## src/logic/fgc_consts.vh

```
// constants for the frame generator / checker statistics block
`ifndef FGC_CONSTS_VH
`define FGC_CONSTS_VH
`define FGC_IDX_CTRL        16'h40A0
`define FGC_IDX_LEN         16'h40A1
`define FGC_IDX_BURST       16'h40A2
`define FGC_IDX_RXG_H       16'h40A3
`define FGC_IDX_RXG_L       16'h40A4
`define FGC_IDX_RXO_H       16'h40A5
`define FGC_IDX_RXO_L       16'h40A6
`define FGC_IDX_RXU_H       16'h40A7
`define FGC_IDX_RXU_L       16'h40A8
`define FGC_IDX_RXCRC       16'h40A9
`define FGC_IDX_RXOE        16'h40AA
`define FGC_IDX_RXFRAG      16'h40AB
`define FGC_IDX_RXNOD       16'h40AC
`define FGC_IDX_TXG_H       16'h40AD
`define FGC_IDX_TXG_L       16'h40AE
`define FGC_IDX_TXO_H       16'h40AF
`define FGC_IDX_TXO_L       16'h40B0
`define FGC_IDX_TXU_H       16'h40B1
`define FGC_IDX_TXU_L       16'h40B2
`define FGC_IDX_IRQ_STAT    16'h40C8
`define FGC_IDX_IRQ_MASK    16'h40C9
`define FGC_CTRL_EN_BIT     12
`define FGC_LEN_RESET       16'h0040
`define FGC_BURST_RESET     16'h0000
`define FGC_MIN_LEN         16'h0040
`define FGC_MAX_LEN         16'h05EE
`define FGC_IRQ_DONE_BIT    0
`define FGC_IRQ_SAT_BIT     1
`endif

```

## src/logic/fgc_stats.v

```verilog
// frame generator settings and frame checker statistics counters
// Notes on behaviour
// - generated frame length from length setting, reset 64
// - burst size sets frames per burst
// - 32-bit rx good count, clear-on-read halves
// - 32-bit rx oversize good-crc count
// - 32-bit rx undersize good-crc count
// - 16-bit rx crc error count, normal length
// - 16-bit rx crc error count, oversize
// - 16-bit rx fragment count, any crc
// - 16-bit rx missing delimiter count
// - 32-bit tx good count, clear-on-read halves
// - 32-bit tx oversize good-crc count
// - tx undersize count high half readable
// - burst zero runs forever; else self-clear enable
// - tx undersize low half separately readable
`timescale 1ns/10ps
`include "fgc_consts.vh"

module fgc_half_cnt #(
    parameter W = 16
) (
    input  wire         pclk,
    input  wire         presetn,
    input  wire         inc,
    input  wire         clr,
    output reg  [W-1:0] cnt_r,
    output wire         sat
);
    assign sat = &cnt_r;
    always @(posedge pclk or negedge presetn) begin
        if (!presetn) begin
            cnt_r <= {W{1'b0}};
        end else if (clr) begin
            cnt_r <= {{(W-1){1'b0}}, inc};
        end else if (inc && !sat) begin
            cnt_r <= cnt_r + {{(W-1){1'b0}}, 1'b1};
        end
    end
endmodule // fgc_half_cnt

// a 32-bit counter as two halves each cleared by its own read; the
// carry into the high half only fires when the low half wraps, and
// the whole stops at all ones so no sample under-reports
module fgc_wide_cnt (
    input  wire        pclk,
    input  wire        presetn,
    input  wire        inc,
    input  wire        clr_h,
    input  wire        clr_l,
    output wire [15:0] hi,
    output wire [15:0] lo,
    output wire        sat
);
    wire lo_full;
    wire hi_full;
    wire step;
    wire lo_inc;
    wire hi_inc;
    wire [15:0] lo_q;
    assign sat    = lo_full & hi_full;
    assign step   = inc & ~sat;
    assign hi_inc = step & lo_full;
    assign lo_inc = step;
    assign lo     = lo_q;
    reg  [15:0] lo_r;
    always @(posedge pclk or negedge presetn) begin
        if (!presetn) begin
            lo_r <= 16'h0000;
        end else if (clr_l) begin
            lo_r <= {15'h0000, lo_inc & ~lo_full};
        end else if (lo_inc) begin
            lo_r <= lo_r + 16'h0001;
        end
    end
    assign lo_q    = lo_r;
    assign lo_full = &lo_r;
    fgc_half_cnt #(.W(16)) u_hi (
        .pclk    (pclk),
        .presetn (presetn),
        .inc     (hi_inc),
        .clr     (clr_h),
        .cnt_r   (hi),
        .sat     (hi_full)
    );
endmodule // fgc_wide_cnt

module fgc_stats (
    input  wire        pclk,
    input  wire        presetn,
    input  wire        psel,
    input  wire        penable,
    input  wire        pwrite,
    input  wire [31:0] paddr,
    input  wire [31:0] pwdata,
    output reg  [31:0] prdata,
    output wire        pready,
    output wire        pslverr,
    input  wire        rx_frame_end,
    input  wire [15:0] rx_frame_len,
    input  wire        rx_crc_ok,
    input  wire        rx_delim_missing,
    input  wire        tx_frame_end,
    input  wire [15:0] tx_frame_len,
    input  wire        tx_crc_ok,
    input  wire        gen_frame_done,
    output wire        gen_active,
    output wire [15:0] gen_frame_length,
    output wire        irq
);
    reg  [15:0] len_r;
    reg  [15:0] burst_r;
    reg         gen_en_r;
    reg  [15:0] sent_r;
    reg  [1:0]  stat_r;
    reg  [1:0]  mask_r;
    wire [15:0] idx;
    wire        acc;
    wire        wr;
    wire        rd;
    wire        burst_end;
    wire        done_ev;
    wire        sat_ev;
    assign idx     = paddr[17:2];
    assign acc     = psel & penable;
    assign wr      = acc & pwrite;
    // clear-on-read acts at the setup edge, the edge that loads prdata,
    // so an event at that edge is counted from zero and never lost
    assign rd      = psel & ~penable & ~pwrite;
    assign pready  = 1'b1;
    // unmapped words read zero and flag an error
    reg hit;
    assign pslverr = acc & ~hit;
    assign gen_frame_length = len_r;
    assign gen_active       = gen_en_r;
    assign burst_end = gen_en_r & gen_frame_done & (burst_r != 16'h0000) &
                       (sent_r + 16'h0001 == burst_r);
    always @(posedge pclk or negedge presetn) begin
        if (!presetn) begin
            len_r    <= `FGC_LEN_RESET;
            burst_r  <= `FGC_BURST_RESET;
            gen_en_r <= 1'b0;
            sent_r   <= 16'h0000;
        end else begin
            if (wr && idx == `FGC_IDX_LEN) begin
                len_r <= pwdata[15:0];
            end
            if (wr && idx == `FGC_IDX_BURST) begin
                burst_r <= pwdata[15:0];
            end
            if (wr && idx == `FGC_IDX_CTRL) begin
                gen_en_r <= pwdata[`FGC_CTRL_EN_BIT];
                sent_r   <= 16'h0000;
            end else if (burst_end) begin
                gen_en_r <= 1'b0;
                sent_r   <= 16'h0000;
            end else if (gen_en_r && gen_frame_done &&
                         burst_r != 16'h0000) begin
                sent_r <= sent_r + 16'h0001;
            end
        end
    end
    // classification of finished frames
    wire rx_short = rx_frame_len < `FGC_MIN_LEN;
    wire rx_long  = rx_frame_len > `FGC_MAX_LEN;
    wire tx_short = tx_frame_len < `FGC_MIN_LEN;
    wire tx_long  = tx_frame_len > `FGC_MAX_LEN;
    wire rx_ok    = rx_frame_end & ~rx_delim_missing;
    wire [9:0]  ev;
    assign ev[0]  = rx_ok & rx_crc_ok & ~rx_short & ~rx_long;
    assign ev[1]  = rx_ok & rx_crc_ok & rx_long;
    assign ev[2]  = rx_ok & rx_crc_ok & rx_short;
    assign ev[3]  = tx_frame_end & tx_crc_ok & ~tx_short & ~tx_long;
    assign ev[4]  = tx_frame_end & tx_crc_ok & tx_long;
    assign ev[5]  = tx_frame_end & tx_crc_ok & tx_short;
    assign ev[6]  = rx_ok & ~rx_crc_ok & ~rx_short & ~rx_long;
    assign ev[7]  = rx_ok & ~rx_crc_ok & rx_long;
    assign ev[8]  = rx_ok & rx_short;
    assign ev[9]  = rx_frame_end & rx_delim_missing;
    wire [15:0] whi [0:5];
    wire [15:0] wlo [0:5];
    wire [15:0] nar [0:3];
    wire [9:0]  sat;
    // one clear strobe per readable half; the narrow rx counters sit between
    // the rx and tx wide blocks in the index space, so no arithmetic on the index is used
    wire clr_rxg_h  = rd && idx == `FGC_IDX_RXG_H;
    wire clr_rxg_l  = rd && idx == `FGC_IDX_RXG_L;
    wire clr_rxo_h  = rd && idx == `FGC_IDX_RXO_H;
    wire clr_rxo_l  = rd && idx == `FGC_IDX_RXO_L;
    wire clr_rxu_h  = rd && idx == `FGC_IDX_RXU_H;
    wire clr_rxu_l  = rd && idx == `FGC_IDX_RXU_L;
    wire clr_rxcrc  = rd && idx == `FGC_IDX_RXCRC;
    wire clr_rxoe   = rd && idx == `FGC_IDX_RXOE;
    wire clr_rxfrag = rd && idx == `FGC_IDX_RXFRAG;
    wire clr_rxnod  = rd && idx == `FGC_IDX_RXNOD;
    wire clr_txg_h  = rd && idx == `FGC_IDX_TXG_H;
    wire clr_txg_l  = rd && idx == `FGC_IDX_TXG_L;
    wire clr_txo_h  = rd && idx == `FGC_IDX_TXO_H;
    wire clr_txo_l  = rd && idx == `FGC_IDX_TXO_L;
    wire clr_txu_h  = rd && idx == `FGC_IDX_TXU_H;
    wire clr_txu_l  = rd && idx == `FGC_IDX_TXU_L;

    fgc_wide_cnt u_rx_good (
        .pclk    (pclk),
        .presetn (presetn),
        .inc     (ev[0]),
        .clr_h   (clr_rxg_h),
        .clr_l   (clr_rxg_l),
        .hi      (whi[0]),
        .lo      (wlo[0]),
        .sat     (sat[0])
    );

    fgc_wide_cnt u_rx_over (
        .pclk    (pclk),
        .presetn (presetn),
        .inc     (ev[1]),
        .clr_h   (clr_rxo_h),
        .clr_l   (clr_rxo_l),
        .hi      (whi[1]),
        .lo      (wlo[1]),
        .sat     (sat[1])
    );

    fgc_wide_cnt u_rx_under (
        .pclk    (pclk),
        .presetn (presetn),
        .inc     (ev[2]),
        .clr_h   (clr_rxu_h),
        .clr_l   (clr_rxu_l),
        .hi      (whi[2]),
        .lo      (wlo[2]),
        .sat     (sat[2])
    );

    fgc_wide_cnt u_tx_good (
        .pclk    (pclk),
        .presetn (presetn),
        .inc     (ev[3]),
        .clr_h   (clr_txg_h),
        .clr_l   (clr_txg_l),
        .hi      (whi[3]),
        .lo      (wlo[3]),
        .sat     (sat[3])
    );

    fgc_wide_cnt u_tx_over (
        .pclk    (pclk),
        .presetn (presetn),
        .inc     (ev[4]),
        .clr_h   (clr_txo_h),
        .clr_l   (clr_txo_l),
        .hi      (whi[4]),
        .lo      (wlo[4]),
        .sat     (sat[4])
    );

    fgc_wide_cnt u_tx_under (
        .pclk    (pclk),
        .presetn (presetn),
        .inc     (ev[5]),
        .clr_h   (clr_txu_h),
        .clr_l   (clr_txu_l),
        .hi      (whi[5]),
        .lo      (wlo[5]),
        .sat     (sat[5])
    );

    fgc_half_cnt #(.W(16)) u_rx_crc (
        .pclk    (pclk),
        .presetn (presetn),
        .inc     (ev[6]),
        .clr     (clr_rxcrc),
        .cnt_r   (nar[0]),
        .sat     (sat[6])
    );

    fgc_half_cnt #(.W(16)) u_rx_over_err (
        .pclk    (pclk),
        .presetn (presetn),
        .inc     (ev[7]),
        .clr     (clr_rxoe),
        .cnt_r   (nar[1]),
        .sat     (sat[7])
    );

    fgc_half_cnt #(.W(16)) u_rx_frag (
        .pclk    (pclk),
        .presetn (presetn),
        .inc     (ev[8]),
        .clr     (clr_rxfrag),
        .cnt_r   (nar[2]),
        .sat     (sat[8])
    );

    fgc_half_cnt #(.W(16)) u_rx_nodelim (
        .pclk    (pclk),
        .presetn (presetn),
        .inc     (ev[9]),
        .clr     (clr_rxnod),
        .cnt_r   (nar[3]),
        .sat     (sat[9])
    );

    // wide counters are not contiguous in index order; map by index
    reg [15:0] rval;
    always @* begin
        hit  = 1'b1;
        rval = 16'h0000;
        if (idx == `FGC_IDX_LEN) begin
            rval = len_r;
        end else if (idx == `FGC_IDX_CTRL) begin
            rval = {3'b000, gen_en_r, 12'h000};
        end else if (idx == `FGC_IDX_BURST) begin
            rval = burst_r;
        end else if (idx == `FGC_IDX_RXG_H) begin
            rval = whi[0];
        end else if (idx == `FGC_IDX_RXG_L) begin
            rval = wlo[0];
        end else if (idx == `FGC_IDX_RXO_H) begin
            rval = whi[1];
        end else if (idx == `FGC_IDX_RXO_L) begin
            rval = wlo[1];
        end else if (idx == `FGC_IDX_RXU_H) begin
            rval = whi[2];
        end else if (idx == `FGC_IDX_RXU_L) begin
            rval = wlo[2];
        end else if (idx == `FGC_IDX_RXCRC) begin
            rval = nar[0];
        end else if (idx == `FGC_IDX_RXOE) begin
            rval = nar[1];
        end else if (idx == `FGC_IDX_RXFRAG) begin
            rval = nar[2];
        end else if (idx == `FGC_IDX_RXNOD) begin
            rval = nar[3];
        end else if (idx == `FGC_IDX_TXG_H) begin
            rval = whi[3];
        end else if (idx == `FGC_IDX_TXG_L) begin
            rval = wlo[3];
        end else if (idx == `FGC_IDX_TXO_H) begin
            rval = whi[4];
        end else if (idx == `FGC_IDX_TXO_L) begin
            rval = wlo[4];
        end else if (idx == `FGC_IDX_TXU_H) begin
            rval = whi[5];
        end else if (idx == `FGC_IDX_TXU_L) begin
            rval = wlo[5];
        end else if (idx == `FGC_IDX_IRQ_STAT) begin
            rval = {14'h0000, stat_r};
        end else if (idx == `FGC_IDX_IRQ_MASK) begin
            rval = {14'h0000, mask_r};
        end else begin
            hit = 1'b0;
        end
    end
    always @(posedge pclk or negedge presetn) begin
        if (!presetn) begin
            prdata <= 32'h00000000;
        end else if (psel && !penable && !pwrite) begin
            prdata <= {16'h0000, rval};
        end
    end
    // sticky events; a new event beats a write-one clear
    assign done_ev = burst_end;
    assign sat_ev  = |sat;
    always @(posedge pclk or negedge presetn) begin
        if (!presetn) begin
            stat_r <= 2'b00;
            mask_r <= 2'b00;
        end else begin
            if (wr && idx == `FGC_IDX_IRQ_MASK) begin
                mask_r <= pwdata[1:0];
            end
            stat_r <= (stat_r & ~((wr && idx == `FGC_IDX_IRQ_STAT) ?
                       pwdata[1:0] : 2'b00)) | {sat_ev, done_ev};
        end
    end
    assign irq = |(stat_r & mask_r);
endmodule // fgc_stats

```

## config.mk

```make
export PLATFORM = sky130hd
export DESIGN_NAME = fgc_stats
export DESIGN_NICKNAME = d
export VERILOG_FILES = /design/src/logic/fgc_stats.v
export VERILOG_INCLUDE_DIRS = /design/src /design/src/logic
export SDC_FILE = /design/constraint.sdc
export NUM_CORES = 1
export LEC_CHECK = 0
export ABC_AREA = 1
export BUFFER_PORTS_ARGS = -buffer_cell sky130_fd_sc_hd__buf_4
export CAP_MARGIN = 5
export CORE_ASPECT_RATIO = 2
export CORE_MARGIN = 3
export CORE_UTILIZATION = 45
export CTS_BUF_LIST = sky130_fd_sc_hd__clkbuf_8
export CTS_CLUSTER_SIZE = 16
export DETAILED_ROUTE_END_ITERATION = 10
export PLACE_DENSITY = 0.72
export SLEW_MARGIN = 25
export SYNTH_ARGS = -nofsm -noshare
export SYNTH_HDL_FRONTEND = slang
export SYNTH_SLANG_ARGS = --single-unit
```

## constraint.sdc

```tcl
create_clock -name pclk -period 4.3 [get_ports pclk]
set_clock_uncertainty 0.15 [all_clocks]
set_input_delay 0.86 -clock pclk [delete_from_list [all_inputs] [get_ports pclk]]
set_output_delay 0.86 -clock pclk [all_outputs]
set_load 0.05 [all_outputs]
```

# [After elaboration in Yosys (flattened, before gate mapping)]
# Cells that the tools add are included.
[totals] ff_bits=325 input_bits=107 out_inout_bits=52 elab_cells=304
[op_classes] n_addsub=17 order_cmp=4 n_eq_ne=22 n_mux=80 bitwise=74 reduce_logical=84
[op_table] op="$mux 16" count=54
[op_table] op="$eq 16x15->1 const B" count=21
[op_table] op="$add 16x1->16 const B" count=17
[op_table] op="$reduce_and 16->1" count=16
[op_table] op="$and 1x1->1" count=49
[op_table] op="$logic_and 1x1->1" count=35
[op_table] op="$reduce_bool 2->1" count=17
[op_table] op="$gt 16x11->1 const B" count=2
[op_table] op="$lt 16x7->1 const B" count=2
[op_table] op="$mux 1" count=23
[op_table] op="$not 1->1" count=21
[op_table] op="$eq 16x16->1" count=1
[op_table] op="$reduce_bool 16->1" count=1
[op_table] op="$logic_not 1->1" count=12
[op_table] op="$reduce_or 10->1" count=1
[op_table] op="$mux 2" count=3
[op_table] op="$and 2x2->2" count=2
[op_table] op="$reduce_bool 3->1" count=1
[op_table] op="$not 2->2" count=1
[op_table] op="$or 2x2->2" count=1
[op_table] op="$reduce_or 2->1" count=1

# [Depth between registers and ports, before layout]
# Gate-level depths: netlist of run 1.
[depth] word_depth=24 depth_mapped=22 mapped_depth_nobuf=22

# [By module]
# A second synthesis of run 1 with hierarchy kept.
[hier_totals] hier_cells=3810 hier_area_um2=24602.3
[by_module_without_submodules] mod="fgc_half_cnt" instances=10 cells_each=163 area_each_um2=1081.0 seq_area_each_um2=400.4
[by_module_without_submodules] mod="fgc_stats" instances=1 cells_each=1202 area_each_um2=7015.5 seq_area_each_um2=1727.9
[by_module_without_submodules] mod="fgc_wide_cnt at u_rx_good ..." instances=4 cells_each=163 area_each_um2=1118.6 seq_area_each_um2=400.4
[by_module_without_submodules] mod="fgc_wide_cnt at u_tx_under" instances=1 cells_each=163 area_each_um2=1181.1 seq_area_each_um2=400.4
[by_module_without_submodules] mod="fgc_wide_cnt at u_tx_over" instances=1 cells_each=163 area_each_um2=1121.1 seq_area_each_um2=400.4

# [Least setup slack after synthesis of run 1]
# No wires, ideal clock.
[synth_path] path_type="input port to output port" startpoint="input paddr[16]" endpoint="output pslverr" arrival_ns=3.550 t_required_ns=3.290 slack_ns=-0.260 stages=11 path_buffers=1 cell_sequence="inv_1 > nor2_1 > nand2_1 > nor2_2 > inv_2 > buf_2 > nor2_1 > nand2_2 > nor2_2 > or4_1 > nor4_1"
[synth_between] elab_chain_cells=24 elab_cells_between_ends=44 cone_classes="eq/ne (21); mux (21); bitwise (2)"
[synth_lines] item="from (decl)" line="fgc_stats.v:94" rtl="input wire [31:0] paddr,"
[synth_lines] item="$eq 16x15->1 (no line)"
[synth_lines] item="$mux 1" line="fgc_stats.v:350" rtl="end else if (idx == `FGC_IDX_IRQ_MASK) begin"
[synth_lines] item="$mux 1" line="fgc_stats.v:348" rtl="end else if (idx == `FGC_IDX_IRQ_STAT) begin"
[synth_lines] item="$mux 1" line="fgc_stats.v:346" rtl="end else if (idx == `FGC_IDX_TXU_L) begin"
[synth_lines] item="$mux 1" line="fgc_stats.v:344" rtl="end else if (idx == `FGC_IDX_TXU_H) begin"
[synth_lines] item="$mux 1" line="fgc_stats.v:342" rtl="end else if (idx == `FGC_IDX_TXO_L) begin"
[synth_lines] item="$mux 1" line="fgc_stats.v:340" rtl="end else if (idx == `FGC_IDX_TXO_H) begin"
[synth_lines] item="$mux 1" line="fgc_stats.v:338" rtl="end else if (idx == `FGC_IDX_TXG_L) begin"
[synth_lines] item="(+8 left out)"
[synth_lines] item="$mux 1" line="fgc_stats.v:320" rtl="end else if (idx == `FGC_IDX_RXO_H) begin"
[synth_lines] item="$mux 1" line="fgc_stats.v:318" rtl="end else if (idx == `FGC_IDX_RXG_L) begin"
[synth_lines] item="$mux 1" line="fgc_stats.v:316" rtl="end else if (idx == `FGC_IDX_RXG_H) begin"
[synth_lines] item="$mux 1" line="fgc_stats.v:314" rtl="end else if (idx == `FGC_IDX_BURST) begin"
[synth_lines] item="$mux 1" line="fgc_stats.v:312" rtl="end else if (idx == `FGC_IDX_CTRL) begin"
[synth_lines] item="$mux 1 *" line="fgc_stats.v:310" rtl="if (idx == `FGC_IDX_LEN) begin"
[synth_lines] item="$not 1->1 *" line="fgc_stats.v:133" rtl="assign pslverr = acc & ~hit;"
[synth_lines] item="$and 1x1->1 *" line="fgc_stats.v:133"
[synth_lines] item="to (decl)" line="fgc_stats.v:98" rtl="output wire pslverr,"
# Mark *: on every way between the ends. The rest lies on a longest branch, timed or not.

# [Worst setup path after layout of run 1]
[layout_path] startpoint="input paddr[9]" endpoint="output pslverr"
# Same word-level chain as after synthesis.

==> results of run 1 <==
-- area by class of cell --
class,count,share of cell area
clock buffers,68,0.0393
multi-input cells,2122,0.446
diodes,1,0.000105
inverters,467,0.0736
well taps,560,0.0294
repair buffers,181,0.0589
flip-flops and latches,325,0.341
clock inverters,25,0.0114
-- metal layers --
metal,global-route usage,vias to the layer above
li1,-,10200
met1,0.302,10300
met2,0.521,781
met3,0.0351,327
met4,0.255,0
met5,0,-
-- worst paths after layout --
kind,start,end,slack [ps],cells past startpoint
setup / recovery,paddr[9],pslverr,220,12
hold / removal,presetn,u_rx_over.lo[4]$_DFFE_PN0P_,110,1
setup reg to reg,u_rx_over.lo[0]$_DFFE_PN0P_,u_rx_over.u_hi.cnt_r[8]$_DFFE_PN0P_,840,18
hold reg to reg,u_rx_under.lo[14]$_DFFE_PN0P_,u_rx_under.lo[14]$_DFFE_PN0P_,360,1
max in group asynchronous,presetn,u_rx_nodelim.cnt_r[2]$_DFFE_PN0P_,2800,3
min in group pclk,pwdata[6],gen_frame_length[6]$_DFFE_PN1P_,330,3
-- report_power, final --
| group | internal, mW | leakage (nW) | switching, mW | total [mW] |
|---|---|---|---|---|
| sequential | 3.24 | 3.79 | 0.193 | 3.43 |
| combinational | 0.277 | 6.77 | 0.571 | 0.848 |
| clock | 1.78 | 0.650 | 1.38 | 3.16 |
| total | 5.29 | 11.2 | 2.15 | 7.44 |
-- layout by cell type (no fill, tap or decap), types with 16 or more instances in the layout --
master	count
conb_1	17
ha_1	17
xor2_1	65
clkbuf_8	68
a21oi_1	225
a221oi_1	16
inv_1	459
o21ai_0	209
buf_4	177
nor3_1	149
nand3_1	185
nand2_1	607
a211oi_1	19
nor4_1	57
nand4_1	89
dfrtp_1	324
or2_2	26
nor2_1	284
-- per-stage QoR --
step	hold slack, ps	power (mW)
after detailed placement	344	4.32
after global placement	328	4.30
after CTS	149	7.49
after global routing	184	7.71
final	114	7.44
after floorplan	305	3.96
-- kinds of logic (layout without fill, tap and decap cells) --
family / after synthesis / after routing / synth area share
AOI/OAI and AO/OA: 563 / 563 / 0.152
xor gates and xnor gates: 74 / 74 / 0.0312
adders and majority gates: 17 / 17 / 0.0102
buffers and inverters: 540 / 741 / 0.101
DFF: 325 / 325 / 0.391
muxes: 1 / 1 / 0.000542
other: 2 / 18 / 0.000361
and+or+nand+nor: 1450 / 1450 / 0.314
-- critical path: stages --
cell     delay (ps)
buf_4           120
inv_1            70
nor2_1           40
nand3_1         210
nor2_1          120
inv_1           240
nor2_1          110
inv_1            80
nand2_1         150
or4_1           460
nor4_2          310
buf_4           280
==> flow_summary.ini, run 1 <==
[route]
wirelength_um = 72800
post-route-drc-count = 0
vias_per_cell = 5.77
route.met2.wl_um = 37000
first_pass_iters = 6
met3WireLength_um = 3150
top_layer = met4
vias = 21600
drt_iter0_markers = 1436
wl_met1_um = 25000
ant_nets = 0
routedWlPerCell_um = 19.4

[finish]
layout.cells.non_filler = 3749
drive_gt1_frac = 0.106
fin_nets = 3272
fillers = 4430
multi_input_area_mm2 = 0.0106
finish.instance_area_mm2 = 0.0238
syn_to_final_growth_pct = 14.6
postLayoutCoreUtil = 0.526
register_area_mm2 = 0.00813

[place]
hpwl_um = 56900
gp_congestion = 0.996
place_area_mm2 = 0.0226
place_inst = 3655
place_ws_ps = 293
io_buffers = 109

[setup_path]
setup.worst_path.class = primary input to output port
cp.arrival_ps = 3070
timing.critical_path.to_type = output port
crit_path_max_fanout = 7
worstPathRequired_ps = 3290
crit_path_start_kind = primary input

[clocking]
cts_tree = built
clkTransAtPathRegs_ps = 60
cts_sinks = 325
cts_root_buf = clkbuf_8
htree_levels = 2
cts_resized = 0
clk_latency_ps = 630
numCtsBuffers = 51
cts_setup_buffers = 0
cts_hold_buf = 0
cts_buffer_depth = 3

[logic_synthesis]
syn-cell-area_mm2 = 0.0208
synth.distinct_cells = 63
synth_edf_count = 0
synthFlopType = dfrtp_1
synth.area.top_cells = dfrtp_1 39%, nand2_1 11%, inv_1 8.2%
yosysTopAreaCell = dfrtp_1
ys_warn_count = 0
synth_seq_cells = 325
avgSynthCellArea_um2 = 7.00
async_reset_ff_frac = 1.00
synthCells = 2972
yosysMostFrequentCell = nand2_1
yosysTopAreaCellShare = 0.390
ys_seq_area_frac = 0.391
synth_commonest_cells = 607 x nand2_1, 453 x inv_1, 324 x dfrtp_1, 284 x nor2_1, 225 x a21oi_1

[sta]
finalCritPeriodShare = 0.948
finalWorstSetupSlack_ps = 224
hold_violations = 0
setup_viol = 0
setup-tns-final_ps = 0
max_freq_mhz = 245
tightest_slew_ps = 949
period_minus_slack_ps = 4080
maxSlewHeadroom = 0.362
rsz0062_at_grt = no
maxSlewViolCount = 0

[floorplan]
die_y_um = 310
dieArea_mm2 = 0.0490
die_w_um = 158
fp.coreArea_mm2 = 0.0453
num_rows = 110
ios = 159
initial_core_util = 0.459

[power_and_ir_drop]
p_per_area_mw_per_mm2 = 312
leakagePower_nw = 11.2
ir_drop_uv = 444

[grt]
antenna_found_initial = 1
grt_pass1_vias = 21900
grt_pass1_wl_um = 113000
grt_max_degree = 108
grt_overflow = 0
track_usage = 0.295

[worst_hold_path]
hp-class = primary input to asynchronous set/reset pin

[job]
cap_violations = 0

[status]
status = finished clean
Power figures use the tool's default switching activity.
==> run 2: changes to the inputs <==
--- a/config.mk
+++ b/config.mk
@@ -12,7 +12,7 @@
 export CORE_ASPECT_RATIO = 2
 export CORE_MARGIN = 3
 export CORE_UTILIZATION = 45
-export CTS_BUF_LIST = sky130_fd_sc_hd__clkbuf_8
+export CTS_BUF_LIST = sky130_fd_sc_hd__clkbuf_4 sky130_fd_sc_hd__clkbuf_8
 export CTS_CLUSTER_SIZE = 16
 export DETAILED_ROUTE_END_ITERATION = 10
 export PLACE_DENSITY = 0.72
==> run 2 against run 1 <==
  * Sequential power is essentially flat
  * Non-clock buffer count did not move
  * Clock power is 2% higher
  * Power grew 0.82%
  * Critical path type unchanged
  * Largest power group unchanged
==> flow_summary.ini, run 2 (same netlist as run 1, synthesis figures left out) <==
[status]
status = finished clean

[sta]
finalCritPeriodShare = 0.945
period_minus_slack_ps = 4060
setup_viol = 0
setup-tns-final_ps = 0
rsz0062_at_grt = no
tightest_slew_ps = 957
maxSlewHeadroom = 0.360
hold_violations = 0
maxSlewViolCount = 0
max_freq_mhz = 246

[route]
met3WireLength_um = 2880
wirelength_um = 72900
top_layer = met4
vias_per_cell = 5.77
ant_nets = 0
vias = 21600
routedWlPerCell_um = 19.4
drt_iter0_markers = 1419
first_pass_iters = 6
wl_met1_um = 25200
route.met2.wl_um = 37100
post-route-drc-count = 0

[setup_path]
cp_slowest_cell = or4_1
crit_path_start_kind = primary input
setup.worst_path.class = primary input to output port
crit_start = paddr[16]
critical_path.top_delay_family = simple AND/OR/NAND/NOR gates
path_depth = 13
reg2reg_from = u_rx_over.lo[0]$_DFFE_PN0P_
r2r-end = u_rx_over.u_hi.cnt_r[8]$_DFFE_PN0P_
cpMostUsedCell = buf_4
cp.arrival_ps = 3050
worstPathRequired_ps = 3290
cp_slowest_stage_delay_ps = 550
timing.critical_path.to_type = output port
crit_chain = buf_4 > inv_1 > nor2_1 > nand2_1 > nor2_2 > buf_4 > inv_2 > nor2_1 > nand2_2 > nor2_2 > or4_1 > nor4_2 > buf_4
crit_end = pslverr
rr_worst_depth = 18
reg2reg_slack_ps = 820
path_buf_inv = 5
crit_path_max_fanout = 18

[clocking]
htree_levels = 2
clk_latency_ps = 630
cts_buffer_depth = 3
cts_root_buf = clkbuf_8
clkTransAtPathRegs_ps = 60
cts_tree = built
cts_setup_buffers = 0
cts_sinks = 325
numCtsBuffers = 51
cts_resized = 0
cts_hold_buf = 0

[place]
place_inst = 3655
io_buffers = 109
gp_congestion = 0.996
hpwl_um = 56900

[floorplan]
fp.coreArea_mm2 = 0.0453
dieArea_mm2 = 0.0490
die_y_um = 310
ios = 159
initial_core_util = 0.459
num_rows = 110
die_w_um = 158

[finish]
multi_input_area_mm2 = 0.0106
layout.cells.non_filler = 3749
fillers = 4429
register_area_mm2 = 0.00813
final_common_cell = nand2_1
drive_gt1_frac = 0.108
syn_to_final_growth_pct = 14.7
layout_common_cells = 607 x nand2_1, 452 x inv_1, 324 x dfrtp_1
fin_nets = 3272

[power_and_ir_drop]
p_per_area_mw_per_mm2 = 314
switching_share = 0.286
combPwrFrac = 0.114
p_sw_mw = 2.15
p_seq_frac = 0.457
clock_power_share = 0.429
leakagePower_nw = 11.2
p_int_mw = 5.35
power_mw = 7.50
ir_drop_uv = 444

[grt]
grt_overflow = 0
antenna_found_initial = 1
grt_pass1_wl_um = 113000
grt_max_degree = 108
grt_pass1_vias = 21900
track_usage = 0.294

[worst_hold_path]
hp-class = primary input to asynchronous set/reset pin

[job]
cap_violations = 0
==> run 2: power by group through the flow <==
stage | Combinational [mW] | Sequential (mW) | Clock, mW
2_1_floorplan | 0.478 | 3.49 | 0
3_3_place_gp | 0.821 | 3.48 | 0
3_5_place_dp | 0.845 | 3.48 | 0
4_1_cts | 0.848 | 3.42 | 3.27
5_1_grt | 0.946 | 3.45 | 3.38
6_report | 0.852 | 3.43 | 3.22
==> run 2: per-stage QoR <==
step           hold WS, ps  utilization  setup slack [ps]  area, µm²
3_5_place_dp           344        0.499               293      22600
5_1_grt                186        0.527              40.1      23800
6_report               124        0.527               235      23800
4_1_cts                149        0.527               288      23800
2_1_floorplan          305            -               313      20900
3_3_place_gp           328        0.499               253      22600
==> run 2: worst min path at each step <==
stage | cells past startpoint | endpoint | start | slack (ps)
floorplan | 1 | u_rx_under.lo[14]$_DFFE_PN0P_ | u_rx_under.lo[14]$_DFFE_PN0P_ | 310
global placement | 1 | u_rx_under.lo[14]$_DFFE_PN0P_ | u_rx_under.lo[14]$_DFFE_PN0P_ | 330
detailed placement | 1 | u_rx_under.lo[14]$_DFFE_PN0P_ | u_rx_under.lo[14]$_DFFE_PN0P_ | 340
CTS | 1 | u_rx_under.u_hi.cnt_r[5]$_DFFE_PN0P_ | presetn | 150
global route | 1 | u_rx_under.u_hi.cnt_r[5]$_DFFE_PN0P_ | presetn | 190
finish | 1 | u_rx_over.lo[4]$_DFFE_PN0P_ | presetn | 120
==> run 2: per-layer routing <==
metal,vias to the layer above,GRT usage
li1,10200,-
met1,10300,0.302
met2,748,0.521
met3,334,0.0351
met4,0,0.255
met5,-,0
==> run 2: final cells by class <==
cell class                 instances  area share
antenna                            1    0.000105
multi-input combinational       2122       0.445
tap                              560      0.0294
clock buffer                      75      0.0414
inverter                         467      0.0735
sequential                       325       0.341
timing repair buffer             181      0.0589
clock inverter                    18      0.0103
==> run 3: changes to the inputs <==
--- a/config.mk
+++ b/config.mk
@@ -11,11 +11,11 @@
 export CAP_MARGIN = 5
 export CORE_ASPECT_RATIO = 2
 export CORE_MARGIN = 3
-export CORE_UTILIZATION = 45
+export CORE_UTILIZATION = 60
 export CTS_BUF_LIST = sky130_fd_sc_hd__clkbuf_4 sky130_fd_sc_hd__clkbuf_8
 export CTS_CLUSTER_SIZE = 16
 export DETAILED_ROUTE_END_ITERATION = 10
-export PLACE_DENSITY = 0.72
+export PLACE_DENSITY = 0.89
 export SLEW_MARGIN = 25
 export SYNTH_ARGS = -nofsm -noshare
 export SYNTH_HDL_FRONTEND = slang
==> run 3 against run 2 <==
  * Core utilization rose by 17 points
  * Maximum frequency fell by 1.0%
  * Sequential power barely moved
  * Critical path depth did not move
  * Via count rose by 3.0%
  * Cell count fell by 3.7%
  * Count of clock-buffer cells in the layout rose by 4
  * Register-to-register slack got worse by 50 ps
  * Global-route usage rose by 9.9 points
  * Power fell by 5.3%
  * Critical path type unchanged
  * Highest routed layer is now met5
==> flow_summary.ini, run 3 (same netlist as run 1, synthesis figures left out) <==
[status]
status = finished clean

[place]
io_buffers = 109
place_inst = 3526
hpwl_um = 55800
gp_congestion = 1.03

[setup_path]
cp.arrival_ps = 3100
worstPathRequired_ps = 3290
crit_path_max_fanout = 11
reg2reg_from = u_rx_over.u_hi.cnt_r[0]$_DFFE_PN0P_
setup.worst_path.class = primary input to output port
crit_path_start_kind = primary input
timing.critical_path.to_type = output port
rr_worst_depth = 15
r2r-end = u_rx_over.u_hi.cnt_r[10]$_DFFE_PN0P_
reg2reg_slack_ps = 770

[clocking]
cts_buffer_depth = 3
cts_sinks = 325
numCtsBuffers = 48
clkTransAtPathRegs_ps = 70
cts_resized = 0
cts_hold_buf = 0
htree_levels = 2
clk_latency_ps = 640
cts_root_buf = clkbuf_8
cts_tree = built
cts_setup_buffers = 0

[sta]
hold_ws_ps = 114
period_minus_slack_ps = 4110
setup_viol = 0
finalCritPeriodShare = 0.955
setup-tns-final_ps = 0
maxSlewViolCount = 0
rsz0062_at_grt = no
hold_violations = 0
tightest_slew_ps = 965
max_freq_mhz = 243
maxSlewHeadroom = 0.357

[route]
first_pass_iters = 6
post-route-drc-count = 0
vias = 22300
vias_per_cell = 6.17
routedWlPerCell_um = 20.1
ant_nets = 0
drt_iter0_markers = 1792
wirelength_um = 72500

[floorplan]
ios = 159
die_y_um = 269
die_w_um = 138
dieArea_mm2 = 0.0371
initial_core_util = 0.614
num_rows = 95
fp.coreArea_mm2 = 0.0339

[job]
cap_violations = 0

[finish]
final_common_cell = nand2_1
syn_to_final_growth_pct = 12.8
fin_nets = 3264
drive_gt1_frac = 0.105
layout.cells.non_filler = 3612
layout_common_cells = 607 x nand2_1, 452 x inv_1, 324 x dfrtp_1

[power_and_ir_drop]
leakagePower_nw = 11.1
combPwrFrac = 0.122
power_mw = 7.10
clock_power_share = 0.393
p_per_area_mw_per_mm2 = 303
p_seq_frac = 0.485
p_int_mw = 4.99
switching_share = 0.296
p_sw_mw = 2.10
ir_drop_uv = 297

[grt]
grt_pass1_wl_um = 115000
antenna_found_initial = 3
grt_max_degree = 109
grt_pass1_vias = 22400
grt_overflow = 0
track_usage = 0.394

[worst_hold_path]
hp-class = primary input to asynchronous set/reset pin
-- run 3: changes by cell type in the layout (fill, tap and decap cells not counted), sizes merged --
cell	delta
clkinvlp	-2
inv	+2
clkbuf	+4
buf	-5
clkinv	-7
bufinv	-5
-- run 3: power by group through the flow --
stage          Clock (mW)  Sequential [mW]  Combinational (mW)
3_5_place_dp            0             3.48               0.852
2_1_floorplan           0             3.49               0.478
3_3_place_gp            0             3.47               0.813
5_1_grt              2.93             3.46               0.959
6_report             2.79             3.44               0.867
4_1_cts              2.81             3.43               0.859
-- run 3: area by class of cell --
class,count,area [µm²]
multi-input combinational,2122,10600
fill,2959,10400
sequential,325,8130
inverter,467,1750
timing repair buffer,176,1370
clock buffer,79,962
tap,436,546
clock inverter,6,78.8
antenna,1,2.50
-- run 3: worst max-delay path by stage --
stage / startpoint / end / slack, ps / cells after the start
6_report: paddr[11] / pslverr / 190 / 13
5_1_grt: paddr[11] / pslverr / 70 / 13
4_1_cts: paddr[13] / pslverr / 270 / 13
3_5_place_dp: paddr[13] / pslverr / 290 / 13
3_3_place_gp: paddr[16] / pslverr / 320 / 13
2_1_floorplan: paddr[16] / pslverr / 310 / 11
-- run 3: routing by layer --
metal	wire length, µm	track usage	part of all wire	up-vias
li1	-	-	-	10200
met1	23300	0.401	0.32	10400
met2	35700	0.651	0.49	1167
met3	4840	0.0791	0.067	489
met4	8620	0.371	0.12	4
met5	28	0	0.00039	-
-- run 3: critical path, stage by stage --
cell and delay [ps]:
buf_4 110, nor2_1 90, nand2_1 70, nor2_2 430, buf_4 260, inv_2 110
nor2_1 200, nand2_1 170, a21oi_1 300, inv_1 100, nand4_1 110, nor4_2 70
buf_4 200
-- run 3: stage by stage --
step / worst slack [ps] / area, µm² / util
final: 193 / 23500 / 0.693
after global routing: 74.2 / 23500 / 0.693
after CTS: 271 / 23500 / 0.693
after detailed placement: 292 / 22400 / 0.662
after global placement: 325 / 22400 / 0.662
after floorplan: 313 / 20900 / -
